## config.mk

```make
export PLATFORM = sky130hd
export DESIGN_NAME = vdcs_regs
export DESIGN_NICKNAME = d
export VERILOG_FILES = /design/src/inc/vdcs_pkg.sv /design/src/hdl/vdcs_regs.sv
export SDC_FILE = /design/constraint.sdc
export NUM_CORES = 1
export LEC_CHECK = 0
export ABC_AREA = 1
export BUFFER_PORTS_ARGS = -buffer_cell sky130_fd_sc_hd__buf_2
export CORE_ASPECT_RATIO = 2
export CORE_MARGIN = 2
export CORE_UTILIZATION = 52
export CTS_CLUSTER_DIAMETER = 30
export DETAILED_ROUTE_END_ITERATION = 10
export GPL_TIMING_DRIVEN = 0
export HOLD_SLACK_MARGIN = 0.15
export PLACE_DENSITY = 0.87
export SLEW_MARGIN = 20
export SYNTH_ARGS = -nofsm -noshare
export SYNTH_HDL_FRONTEND = slang
export SYNTH_SLANG_ARGS = --single-unit
```

## constraint.sdc

```tcl
create_clock -name ref_clk_i -period 1.1 [get_ports ref_clk_i]
set_input_delay 0.22 -clock ref_clk_i [delete_from_list [all_inputs] [get_ports ref_clk_i]]
set_output_delay 0.22 -clock ref_clk_i [all_outputs]
set_load 0.1 [all_outputs]
```

## src/inc/vdcs_pkg.sv

```systemverilog
// Purpose: shared constants and carriers for the decoder control/status bank
// Assumes: byte-wide register port, one 100 MHz clock
// Notes:   offsets are byte subaddresses seen by the serial host interface
package vdcs_pkg;

    localparam int unsigned ADDR_W = 8;
    localparam int unsigned DATA_W = 8;
    localparam int unsigned CROP_W = 10;
    localparam int unsigned LINE_W = 10;
    localparam int unsigned STD_W  = 4;

    // register subaddresses
    localparam logic [7:0] OFS_EVENT_CLEAR  = 8'h1c;
    localparam logic [7:0] OFS_EVENT_ENABLE = 8'h1d;
    localparam logic [7:0] OFS_STD_SELECT   = 8'h28;
    localparam logic [7:0] OFS_CROP_HIGH    = 8'h29;
    localparam logic [7:0] OFS_CROP_LOW     = 8'h2a;
    localparam logic [7:0] OFS_BLUE_GAIN    = 8'h2c;
    localparam logic [7:0] OFS_RED_GAIN     = 8'h2d;
    localparam logic [7:0] OFS_TIMING_REV   = 8'h30;
    localparam logic [7:0] OFS_PART_HIGH    = 8'h80;
    localparam logic [7:0] OFS_PART_LOW     = 8'h81;
    localparam logic [7:0] OFS_FW_MAJOR     = 8'h82;
    localparam logic [7:0] OFS_FW_MINOR     = 8'h83;
    localparam logic [7:0] OFS_LINES_HIGH   = 8'h84;
    localparam logic [7:0] OFS_LINES_LOW    = 8'h85;
    localparam logic [7:0] OFS_EVENT_FLAGS  = 8'h86;

    // reset values
    localparam logic [7:0]        RST_BYTE = 8'h00;
    localparam logic [STD_W-1:0]  RST_STD  = 4'h0;
    localparam logic [CROP_W-1:0] RST_CROP = 10'h000;

    // event flag bit positions (bit 6 reserved)
    localparam int unsigned EV_INIT_READY = 7;
    localparam int unsigned EV_CMD_READY  = 5;
    localparam int unsigned EV_FIELD_RATE = 4;
    localparam int unsigned EV_LINE_ALT   = 3;
    localparam int unsigned EV_COLOR_LOCK = 2;
    localparam int unsigned EV_SYNC_LOCK  = 1;
    localparam int unsigned EV_SOURCE     = 0;
    localparam logic [7:0]  EV_MASK       = 8'hbf;   // flag bits visible on a status read
    localparam logic [7:0]  EV_STICKY     = 8'h9f;   // flags cleared by host

    // field widths and positions inside byte registers
    localparam int unsigned CROP_LOW_W = 2;
    localparam int unsigned LINE_HI_W  = 2;
    localparam int unsigned REV_BIT    = 0;

    // standard-select codes
    localparam logic [STD_W-1:0] STD_AUTO  = 4'h0;
    localparam logic [STD_W-1:0] STD_LAST  = 4'hc;

    // identity values; arbitrary neutral values
    localparam logic [15:0] PART_CODE_DEF = 16'ha5c3;
    localparam logic [7:0]  FW_MAJOR_DEF  = 8'h01;
    localparam logic [7:0]  FW_MINOR_DEF  = 8'h01;

    // detected conditions from the decoder core, one bit each
    typedef struct packed {
        logic field_rate;
        logic line_alt;
        logic color_lock;
        logic sync_lock;
        logic source_kind;
    } vdcs_cond_type;

    // register port request from the serial host engine
    typedef struct packed {
        logic              wr;
        logic              rd;
        logic [ADDR_W-1:0] addr;
        logic [DATA_W-1:0] wdata;
    } vdcs_req_type;

endpackage : vdcs_pkg

```

## src/hdl/vdcs_regs.sv

```systemverilog
// Purpose: control/status register bank of one video decoder channel
// Assumes: serial host engine delivers single-cycle rd/wr strobes on ref_clk_i;
//          decoder core inputs are already on ref_clk_i
// Notes:   read data is registered and valid one cycle after the rd strobe
module vdcs_regs
    import vdcs_pkg::*;
#(
    parameter logic [15:0] PART_CODE = PART_CODE_DEF,  // arbitrary value
    parameter logic [7:0]  FW_MAJOR  = FW_MAJOR_DEF,   // arbitrary value
    parameter logic [7:0]  FW_MINOR  = FW_MINOR_DEF    // arbitrary value
) (
    input  wire logic                ref_clk_i,        // 100 MHz system clock
    input  wire logic                reset_n_i,        // async reset, active low
    input  wire vdcs_req_type        req_i,            // register access request
    output logic       [DATA_W-1:0]  rdata_o,          // read data, registered
    output logic                     rvalid_o,         // read data valid pulse
    input  wire logic  [DATA_W-1:0]  blue_gain_i,      // applied blue chroma gain
    input  wire logic  [DATA_W-1:0]  red_gain_i,       // applied red chroma gain
    input  wire logic  [LINE_W-1:0]  line_count_i,     // detected lines per frame
    input  wire vdcs_cond_type       cond_i,           // detected conditions
    input  wire logic                init_done_i,      // software init complete
    input  wire logic                cmd_ready_i,      // core can take a command
    output logic                     autoswitch_o,     // automatic detection on
    output logic       [STD_W-1:0]   forced_std_o,     // forced standard code
    output logic signed [CROP_W-1:0] crop_stop_o,      // active window stop offset
    output logic                     crop_load_o,      // crop stop update pulse
    output logic                     timing_rev_o,     // 1: older sync timing
    output logic                     event_irq_o       // enabled event pending
);

    // address decode
    logic wr_std, wr_crop_hi, wr_crop_lo, wr_rev, wr_clear, wr_enable;
    assign wr_std     = req_i.wr && (req_i.addr == OFS_STD_SELECT);
    assign wr_crop_hi = req_i.wr && (req_i.addr == OFS_CROP_HIGH);
    assign wr_crop_lo = req_i.wr && (req_i.addr == OFS_CROP_LOW);
    assign wr_rev     = req_i.wr && (req_i.addr == OFS_TIMING_REV);
    assign wr_clear   = req_i.wr && (req_i.addr == OFS_EVENT_CLEAR);
    assign wr_enable  = req_i.wr && (req_i.addr == OFS_EVENT_ENABLE);

    // a standard code is legal when even and not beyond the last one
    function automatic logic std_legal(input logic [STD_W-1:0] code);
        std_legal = (code[0] == 1'b0) && (code <= STD_LAST);
    endfunction : std_legal

    logic std_accept;
    assign std_accept = wr_std && std_legal(req_i.wdata[STD_W-1:0]);

    // writable registers
    logic [STD_W-1:0]        std_ff;
    logic [DATA_W-1:0]       crop_stage_ff;
    logic [CROP_LOW_W-1:0]   crop_low_ff;
    logic [CROP_W-1:0]       crop_stop_ff;
    logic                    crop_load_ff;
    logic                    rev_ff;
    logic [DATA_W-1:0]       enable_ff;

    // standard select: illegal codes are dropped so the core never sees them
    always_ff @(posedge ref_clk_i or negedge reset_n_i) begin
        if (!reset_n_i) begin
            std_ff <= RST_STD;
        end else if (std_accept) begin
            std_ff <= req_i.wdata[STD_W-1:0];
        end
    end

    // high byte is only staged; the window keeps its old stop until low write
    always_ff @(posedge ref_clk_i or negedge reset_n_i) begin
        if (!reset_n_i) begin
            crop_stage_ff <= RST_BYTE;
        end else if (wr_crop_hi) begin
            crop_stage_ff <= req_i.wdata;
        end
    end

    logic [CROP_W-1:0] nxt_crop_stop;
    assign nxt_crop_stop = {crop_stage_ff, req_i.wdata[CROP_LOW_W-1:0]};

    // low write commits both halves in one cycle
    always_ff @(posedge ref_clk_i or negedge reset_n_i) begin
        if (!reset_n_i) begin
            crop_low_ff  <= '0;
            crop_stop_ff <= RST_CROP;
            crop_load_ff <= 1'b0;
        end else begin
            crop_load_ff <= wr_crop_lo;
            if (wr_crop_lo) begin
                crop_low_ff  <= req_i.wdata[CROP_LOW_W-1:0];
                crop_stop_ff <= nxt_crop_stop;
            end
        end
    end

    // timing revision and interrupt enable mask
    always_ff @(posedge ref_clk_i or negedge reset_n_i) begin
        if (!reset_n_i) begin
            rev_ff    <= 1'b0;
            enable_ff <= RST_BYTE;
        end else begin
            if (wr_rev) begin
                rev_ff <= req_i.wdata[REV_BIT];
            end
            if (wr_enable) begin
                enable_ff <= req_i.wdata & EV_STICKY;
            end
        end
    end

    // change detection; first cycle after reset only primes the history so
    // conditions already high at reset do not look like toggles
    vdcs_cond_type cond_prev_ff;
    logic          primed_ff;
    logic          init_prev_ff;
    always_ff @(posedge ref_clk_i or negedge reset_n_i) begin
        if (!reset_n_i) begin
            cond_prev_ff <= '0;
            primed_ff    <= 1'b0;
            init_prev_ff <= 1'b0;
        end else begin
            cond_prev_ff <= cond_i;
            primed_ff    <= 1'b1;
            init_prev_ff <= init_done_i;
        end
    end

    vdcs_cond_type cond_toggle;
    assign cond_toggle = primed_ff ? (cond_i ^ cond_prev_ff) : '0;

    logic [DATA_W-1:0] ev_set;
    assign ev_set = {init_done_i & ~init_prev_ff,
                     1'b0,
                     1'b0,
                     cond_toggle.field_rate,
                     cond_toggle.line_alt,
                     cond_toggle.color_lock,
                     cond_toggle.sync_lock,
                     cond_toggle.source_kind};

    logic [DATA_W-1:0] ev_clr;
    assign ev_clr = wr_clear ? (req_i.wdata & EV_STICKY) : '0;

    // sticky flags: a set in the clearing cycle wins; the mask plays no part
    logic [DATA_W-1:0] flags_ff;
    logic [DATA_W-1:0] nxt_flags;
    assign nxt_flags = ((flags_ff & ~ev_clr) | ev_set) & EV_STICKY;

    always_ff @(posedge ref_clk_i or negedge reset_n_i) begin
        if (!reset_n_i) begin
            flags_ff <= RST_BYTE;
        end else begin
            flags_ff <= nxt_flags;
        end
    end

    // command-ready is a live level: it cannot read set while the core is busy
    logic [DATA_W-1:0] status_view;
    assign status_view = (flags_ff | ({{(DATA_W-1){1'b0}}, cmd_ready_i} << EV_CMD_READY))
                         & EV_MASK;

    // read mux; unmapped subaddresses and write-only clear read as zero
    logic [DATA_W-1:0] rd_mux;
    always_comb begin
        unique case (req_i.addr)
            OFS_STD_SELECT:   rd_mux = {{(DATA_W-STD_W){1'b0}}, std_ff};
            OFS_CROP_HIGH:    rd_mux = crop_stage_ff;
            OFS_CROP_LOW:     rd_mux = {{(DATA_W-CROP_LOW_W){1'b0}}, crop_low_ff};
            OFS_BLUE_GAIN:    rd_mux = blue_gain_i;
            OFS_RED_GAIN:     rd_mux = red_gain_i;
            OFS_TIMING_REV:   rd_mux = {{(DATA_W-1){1'b0}}, rev_ff};
            OFS_EVENT_ENABLE: rd_mux = enable_ff;
            OFS_PART_HIGH:    rd_mux = PART_CODE[15:8];
            OFS_PART_LOW:     rd_mux = PART_CODE[7:0];
            OFS_FW_MAJOR:     rd_mux = FW_MAJOR;
            OFS_FW_MINOR:     rd_mux = FW_MINOR;
            OFS_LINES_HIGH:   rd_mux = {{(DATA_W-LINE_HI_W){1'b0}},
                                        line_count_i[LINE_W-1:DATA_W]};
            OFS_LINES_LOW:    rd_mux = line_count_i[DATA_W-1:0];
            OFS_EVENT_FLAGS:  rd_mux = status_view;
            default:          rd_mux = '0;
        endcase
    end

    // read data held until the next read so a slow serial engine can shift it
    logic [DATA_W-1:0] rdata_ff;
    logic              rvalid_ff;
    always_ff @(posedge ref_clk_i or negedge reset_n_i) begin
        if (!reset_n_i) begin
            rdata_ff  <= RST_BYTE;
            rvalid_ff <= 1'b0;
        end else begin
            rvalid_ff <= req_i.rd;
            if (req_i.rd) begin
                rdata_ff <= rd_mux;
            end
        end
    end

    // outputs; read-only registers have no write path at all
    assign rdata_o      = rdata_ff;
    assign rvalid_o     = rvalid_ff;
    assign autoswitch_o = (std_ff == STD_AUTO);
    assign forced_std_o = std_ff;
    assign crop_stop_o  = crop_stop_ff;
    assign crop_load_o  = crop_load_ff;
    assign timing_rev_o = rev_ff;
    assign event_irq_o  = |(flags_ff & enable_ff);
endmodule : vdcs_regs

```

== After elaboration in Yosys (flattened, before gate mapping) ==
Index checks and enable logic that the tools add are counted.

* Bitwise logic cells: 9
* Equality and inequality tests: 15
* Reductions and logical operators: 11
* Multiplexer cells: 3
* $lt $le $gt $ge: 1

{| class="wikitable"
|+ Operators with widths
! cell !! count
|-
| one-hot mux 8 bit (13 select lines) || 1
|-
| equality test 8 bit, second input constant || 7
|-
| equality test 8 x 6 -> 1 bit, second input constant || 6
|-
| AND 8 bit || 2
|-
| equality test 8 x 5 -> 1 bit, second input constant || 2
|-
| logical AND 1 bit || 8
|-
| two-way mux 8 bit || 1
|-
| inverter 8 bit || 1
|-
| OR 8 x 6 -> 8 bit || 1
|-
| OR 8 bit || 1
|-
| OR reduction 8 bit || 1
|-
| two-way mux 5 bit || 1
|-
| bitwise XOR 5 bit || 1
|-
| <= comparator 4 bit, second input constant || 1
|-
| zero test 4 bit || 1
|-
| inverter 1 bit || 2
|-
| OR reduction 2 bit || 1
|-
| AND 1 bit || 1
|}

* Input port bits: 53
* Register bits: 54
* Word-level logic and storage cells: 56
* Output and inout bits: 27

== Longest topological paths before layout ==
Gate-level depths: netlist of run 1.

* Depth after elaboration: 6
* Depth in mapped cells: 11
* Mapped depth without buffers: 11

== Worst setup path before layout of run 1 ==
Ideal clock, no wire load.

* Path kind: register to output
* Start point: register std_ff[3], in the netlist forced_std_o[3]
* End point: output port autoswitch_o
* Setup slack: -2.914 ns
* Stages on the path, launching flop included: 2
* Data arrival time: 3.794 ns
* Buffers on the path: 0
* Required time: 0.880 ns
* Cell sequence: dfrtp_1 > nor4_1

* Cells in the longest elaborated chain, start to end: 1

{| class="wikitable"
|+ RTL lines
! item !! RTL line !! source
|-
| from (decl) || vdcs_regs.sv:49 || <nowiki>logic [STD_W-1:0] std_ff;</nowiki>
|-
| from (signal assigned) || vdcs_regs.sv:62 || <nowiki>std_ff <= req_i.wdata[STD_W-1:0];</nowiki>
|-
| zero test 4 bit || vdcs_regs.sv:200 || <nowiki>assign autoswitch_o = (std_ff == STD_AUTO);</nowiki>
|-
| to (decl) || vdcs_regs.sv:23 || <nowiki>output logic autoswitch_o,</nowiki>
|}

No other way between the ends.

== Final worst setup path of run 1 ==
* Start point: register std_ff[2], in the netlist forced_std_o[2]
* End point: output port autoswitch_o

Same word-level chain as after synthesis.

==> results.py, run 1 <==
metrics = {
    "outcome": {
        "status": "finished, violations left",
        "violations": "negative hold slack, negative setup slack",
    },
    "global_routing": {
        "overflow": 0,
        "grt_max_degree": 53,
        "grt_pass1_wl_mm": 13.8,
        "antenna_found_initial": 0,
        "grt_pass1_vias": 3039,
        "grt_use_total_pct": 29.6,
    },
    "critical_path": {
        "path_class": "reg -> out",
        "endpoint_kind": "primary output",
        "critPathTopFamily": "flip-flops",
        "r2r_start": "crop_low_ff[0]",
        "cp.required_ns": 0.88,
        "reg2reg_to": "rdata_o[0]",
        "arrival_ns": 1.39,
        "cp_slowest_cell": "dfrtp_4",
        "start_kind": "register",
        "rrSetupSlack_ns": -0.19,
        "crit_chain": "nor4_4 -> buf_6",
        "worst-r2r-cell-count": 7,
        "critical-path-max-stage-delay_ns": 0.52,
        "crit_path_max_fanout": 3,
        "critPathBufInv": 1,
    },
    "floorplanning": {
        "die-area_mm2": 0.00590,
        "fp.dieH_um": 107,
        "core_area_mm2": 0.00509,
        "initial_core_util_pct": 53.8,
        "ioPinCount": 80,
        "fp-row-count": 37,
        "fp.dieW_um": 55.3,
    },
    "final_layout": {
        "final_util_pct": 87.6,
        "stdcell_count": 533,
        "antennaDiodeCount": 0,
        "nets": 527,
        "drive_gt1_share_pct": 46.7,
        "syn_to_final_growth_pct": 62.9,
    },
    "yosys": {
        "synthTopCellsByCount": "100 x nand2_1, 52 x dfrtp_1, 42 x nand3_1, 36 x inv_1, 27 x nor2_1",
        "yosysMostFrequentCell": "nand2_1",
        "synth_seq_cells": 52,
        "synth_enable_flop_cells": 0,
        "netlist_instances": 345,
        "synthTopCellsByArea": "dfrtp_1 48%, nand2_1 14%, nand3_1 7.7%, inv_1 4.9%, o21ai_0 4.2%",
        "avgSynthCellArea_um2": 7.94,
        "syn-num-nets": 398,
        "syn-cell-area_mm2": 0.00274,
        "synth_top_area_share_pct": 47.5,
        "synthFlopType": "dfrtp_1",
        "synth_top_area_cell": "dfrtp_1",
        "synth_cell_types": 25,
        "seq_area_frac_synth_pct": 47.5,
        "synth.yosys.warnings": 0,
        "synthArstFlopShare_pct": 100,
    },
    "timing": {
        "rsz0062_at_grt": "true",
        "setup_viol": 55,
        "holdWs_ns": -0.0707,
        "setup_tns_ns": -3.96,
        "fmax_mhz": 623,
        "max-slew-margin-rel_pct": 55.7,
        "layout_min_cycle_time_ns": 1.61,
        "period_share_pct": 146,
        "setup_ws_ns": -0.505,
        "slew_violations": 0,
        "hold_viol_final": 52,
        "skew_ns": 0.0111,
        "tightest_slew_ns": 0.665,
    },
    "pwr": {
        "vdd_drop_max_mv": 1.15,
        "power_density_mw_per_mm2": 969,
        "leakage_nw": 2.21,
    },
    "cts": {
        "cts-root-buf": "clkbuf_8",
        "clock_path_buffers": 2,
        "ctsHoldBuffers": 10,
        "htreeDepth": 2,
        "cts-buffers-inserted": 5,
        "cts.clk_slew.worst_paths_ns": 0.09,
        "cts_tree": "yes",
        "worst_skew_pair.late_latency_ns": 0.32,
        "cts_sinks": 52,
    },
    "place": {
        "io_buffers": 79,
        "gp_congestion": 0.952,
        "place_ws_ns": -0.442,
        "post-dp-hpwl_mm": 5.74,
        "dpl.cell_count": 482,
    },
    "detailed_routing": {
        "routedWlPerCell_um": 19.6,
        "viasPerCell": 5.88,
        "drtAntennaViolNets": 0,
        "wirelength_mm": 10.5,
        "drc": 0,
        "first_pass_iters": 5,
        "drtIter0Drc": 313,
        "vias": 3134,
    },
    "min_path": {
        "hold_path_class": "in -> async",
    },
    "job": {
        "maxCapViolations": 0,
    },
}
## per-stage QoR
step	instance area (um^2)	power (mW)
2_1_floorplan	2900	2.60
3_3_place_gp	3370	2.85
3_5_place_dp	3370	2.87
4_1_cts	4020	4.16
5_1_grt	4460	4.46
6_report	4460	4.32
## placed cells by master, fill, tap and decap left out, types with 2 or more instances in the layout
cell           synthesis  routed
nand2_8                0       4
o21ai_2                6       8
inv_1                 36      28
o21ai_0               23      18
dfrtp_2                0      19
buf_6                  2      18
mux2_4                 0       5
nand3_1               42      35
clkbuf_8               0       6
nand2_2                7      12
nand2_4                0       5
nor2_1                27      25
o21a_1                 9       9
nor2_4                 4      11
inv_2                  5       8
buf_2                  1      47
buf_12                 0      26
buf_4                  3      25
nor2_8                 2       2
dfrtp_1               52      27
inv_4                  0       2
buf_8                  0       2
nand3_2                0       6
nand2_1              100      86
dfrtp_4                0       6
dlygate4sd3_1          0      10
o21ai_1                7      10
## sequential cells by signal, summed over array words and instances, names as in the netlist
register	cells
rdata_o	8
rvalid_o	1
enable_ff	6
flags_ff	6
cond_prev_ff	5
primed_ff	1
crop_low_ff	1
init_prev_ff	1
crop_stage_ff	8
timing_rev_o	1
crop_load_o	1
crop_stop_o	9
forced_std_o	4
## routing by layer
metal | share of wire, % | GRT usage [%]
met1 | 33 | 31.2
met2 | 54 | 54.2
met3 | 6.6 | 3.98
met4 | 6.7 | 18.5
met5 | 0 | 0
## worst max-delay path by stage
stage / startpoint / endpoint / cells after the start
final: forced_std_o[2] / autoswitch_o / 2
after CTS: enable_ff[4] / event_irq_o / 5
after floorplan: forced_std_o[0] / autoswitch_o / 1
after global placement: req_i[14] / rdata_o[2] / 11
after detailed placement: req_i[14] / flags_ff[2] / 7
after global routing: forced_std_o[2] / autoswitch_o / 2
## power by group
group	internal, mW	switching (mW)
Combinational	0.405	0.675
Sequential	2.00	0.0795
Clock	0.513	0.651
Total	2.92	1.40
## kinds of logic after synthesis
kind of cell / share of synthesized area [%]
AO/OA/AOI/OAI: 10.3
flip-flops: 47.5
AND/OR/NAND/NOR: 32.1
multiplexers: 2.47
other: 0.137
buffers and inverters: 7.45
## layout make-up
cell class	count	area (um^2)
plain buffers	6	65.1
clock buffers	7	86.3
clock inverters	1	7.51
fillers	237	633
inverters	41	188
multi-input cells	246	1480
flip-flops and latches	52	1350
well taps	58	72.6
repair buffers	122	1210
## timing repair
item,4_1_cts,5_1_grt
pin swaps,9,27
setup buffers,16,15
resized for setup,94,81
gates cloned,0,2
endpoints found under the hold margin,10,52
endpoints found under the setup margin,52,59
No activity file was read; power rests on OpenSTA's default activity.
==> inputs of run 2 (changes only) <==
Settings changed: SETUP_SLACK_MARGIN from default to 0.1.
==> results.py, run 2 (same netlist as run 1, synthesis figures left out) <==
metrics = {
    "timing": {
        "rsz0062_at_grt": "true",
        "tightest_slew_ns": 0.662,
        "slew_violations": 0,
        "layout_min_cycle_time_ns": 1.69,
        "setup_ws_ns": -0.592,
        "skew_ns": 0.0163,
        "setup_viol": 36,
        "setup_tns_ns": -3.80,
        "max-slew-margin-rel_pct": 55.9,
        "hold_viol_final": 52,
        "fmax_mhz": 591,
        "holdWs_ns": -0.0830,
        "period_share_pct": 154,
    },
    "cts": {
        "ctsHoldBuffers": 11,
        "cts-root-buf": "clkbuf_8",
        "clock_path_buffers": 2,
        "cts.clk_slew.worst_paths_ns": 0.10,
        "cts-buffers-inserted": 5,
        "htreeDepth": 2,
        "cts_sinks": 52,
        "cts_tree": "yes",
        "worst_skew_pair.late_latency_ns": 0.32,
    },
    "global_routing": {
        "antenna_found_initial": 0,
        "grt_pass1_vias": 2994,
        "overflow": 0,
        "grt_pass1_wl_mm": 14.2,
        "grt_use_total_pct": 31.3,
        "grt_max_degree": 53,
    },
    "floorplanning": {
        "fp.dieH_um": 107,
        "ioPinCount": 80,
        "fp.dieW_um": 55.3,
        "core_area_mm2": 0.00509,
        "die-area_mm2": 0.00590,
        "fp-row-count": 37,
        "initial_core_util_pct": 53.8,
    },
    "place": {
        "dpl.cell_count": 482,
        "place_ws_ns": -0.446,
        "placed_area_mm2": 0.00349,
        "post-dp-hpwl_mm": 5.66,
        "io_buffers": 79,
        "gp_congestion": 0.961,
    },
    "outcome": {
        "status": "finished, violations left",
        "violations": "negative hold slack, negative setup slack",
    },
    "critical_path": {
        "crit_path_max_fanout": 2,
        "critical-path-max-stage-delay_ns": 0.41,
        "worst-r2r-cell-count": 8,
        "cp.required_ns": 0.88,
        "crit_start": "flags_ff[4]",
        "critPathBufInv": 2,
        "rrSetupSlack_ns": -0.21,
        "endpoint_kind": "primary output",
        "critPathTopFamily": "flip-flops",
        "r2r_start": "forced_std_o[0]",
        "start_kind": "register",
        "reg2reg_to": "rdata_o[0]",
        "crit_chain": "inv_2 -> o22ai_2 -> a21oi_2 -> nand4_1 -> buf_8",
        "arrival_ns": 1.47,
        "path_class": "reg -> out",
        "cp_slowest_cell": "dfrtp_1",
    },
    "detailed_routing": {
        "vias": 3301,
        "first_pass_iters": 6,
        "viasPerCell": 6.08,
        "drc": 0,
        "drtAntennaViolNets": 0,
        "wirelength_mm": 11.9,
        "routedWlPerCell_um": 22.0,
        "drtIter0Drc": 274,
    },
    "pwr": {
        "power_density_mw_per_mm2": 914,
        "power_mw": 4.36,
        "p_int_mw": 2.89,
        "leakage_nw": 2.40,
        "clkPwrFrac_pct": 25.1,
        "switching_power_mw": 1.46,
        "seq_power_share_pct": 47.9,
        "vdd_drop_max_mv": 1.29,
        "switching_share_pct": 33.6,
        "p_comb_share_pct": 27.0,
    },
    "final_layout": {
        "final_cell_mix": "69 x nand2_1, 45 x buf_2, 31 x nand3_1, 27 x dfrtp_1",
        "stdcell_count": 543,
        "antennaDiodeCount": 0,
        "finalInstanceArea_mm2": 0.00477,
        "nets": 537,
        "drive_gt1_share_pct": 54.4,
        "mostFrequentLayoutCell": "nand2_1",
        "largest_reg_flops": 9,
        "syn_to_final_growth_pct": 74.1,
    },
    "job": {
        "maxCapViolations": 0,
    },
    "min_path": {
        "hold_path_class": "in -> async",
    },
}
==> run 2: cell count changes in the layout (fill, tap and decap cells not counted), sizes merged <==
| cell | previous run | this run |
|---|---|---|
| buf | 118 | 126 |
| clkbuf | 7 | 8 |
| clkinv | 0 | 1 |
| clkinvlp | 1 | 0 |
| dlygate4sd3 | 10 | 11 |
==> run 2: worst max path at each step <==
stage	end	slack [ns]	cells after the start
after floorplan	autoswitch_o	-0.88	1
after global placement	rdata_o[2]	-0.41	11
after detailed placement	crop_stop_o[3]	-0.45	7
after CTS	event_irq_o	-0.50	5
after global routing	event_irq_o	-0.64	5
final	event_irq_o	-0.59	5
==> run 2: per-stage QoR <==
stage	hold WS (ns)	utilization (%)
floorplan	-0.0756	-
global placement	0.339	68.5
detailed placement	0.346	68.5
CTS	-0.0527	82.5
global route	-0.0153	93.6
finish	-0.0830	93.6
==> run 2: worst reg2reg max path: stages (launching register included) <==
cell	delay (ns)
dfrtp_4	0.51
buf_6	0.13
buf_6	0.12
nand3_2	0.07
nand2_1	0.05
nor2_1	0.11
nand3_1	0.12
nand2_1	0.08
nand2_1	0.05
==> run 2: routing by layer <==
layer,track usage [%],part of all wire [%],up-vias
met5,0,0,-
met3,3.62,6.7,101
li1,-,-,1376
met1,32.5,32,1580
met4,22.0,9.4,0
met2,56.8,52,244
==> run 2: timing repair <==
action	4_1_cts	5_1_grt
buffers inserted	18	21
setup endpoints to repair	69	64
gates resized for setup	108	109
cloned	1	2
hold endpoints to repair	63	52
pin swaps	12	31
==> run 2: area by class of cell <==
cell class / instances / area (um^2)
multi-input cells: 246 / 1630
repair buffers: 132 / 1360
flip-flops and latches: 52 / 1350
fillers: 151 / 327
inverters: 41 / 208
clock buffers: 7 / 76.3
well taps: 58 / 72.6
plain buffers: 6 / 65.1
clock inverters: 1 / 5.00
==> run 2: power by group through the flow <==
stage	registers (mW)	logic (mW)	clock network (mW)
after floorplan	2.33	0.307	0
after CTS	2.07	0.996	1.08
final	2.09	1.18	1.10
after detailed placement	2.09	0.811	0
after global routing	2.09	1.22	1.18
after global placement	2.09	0.798	0
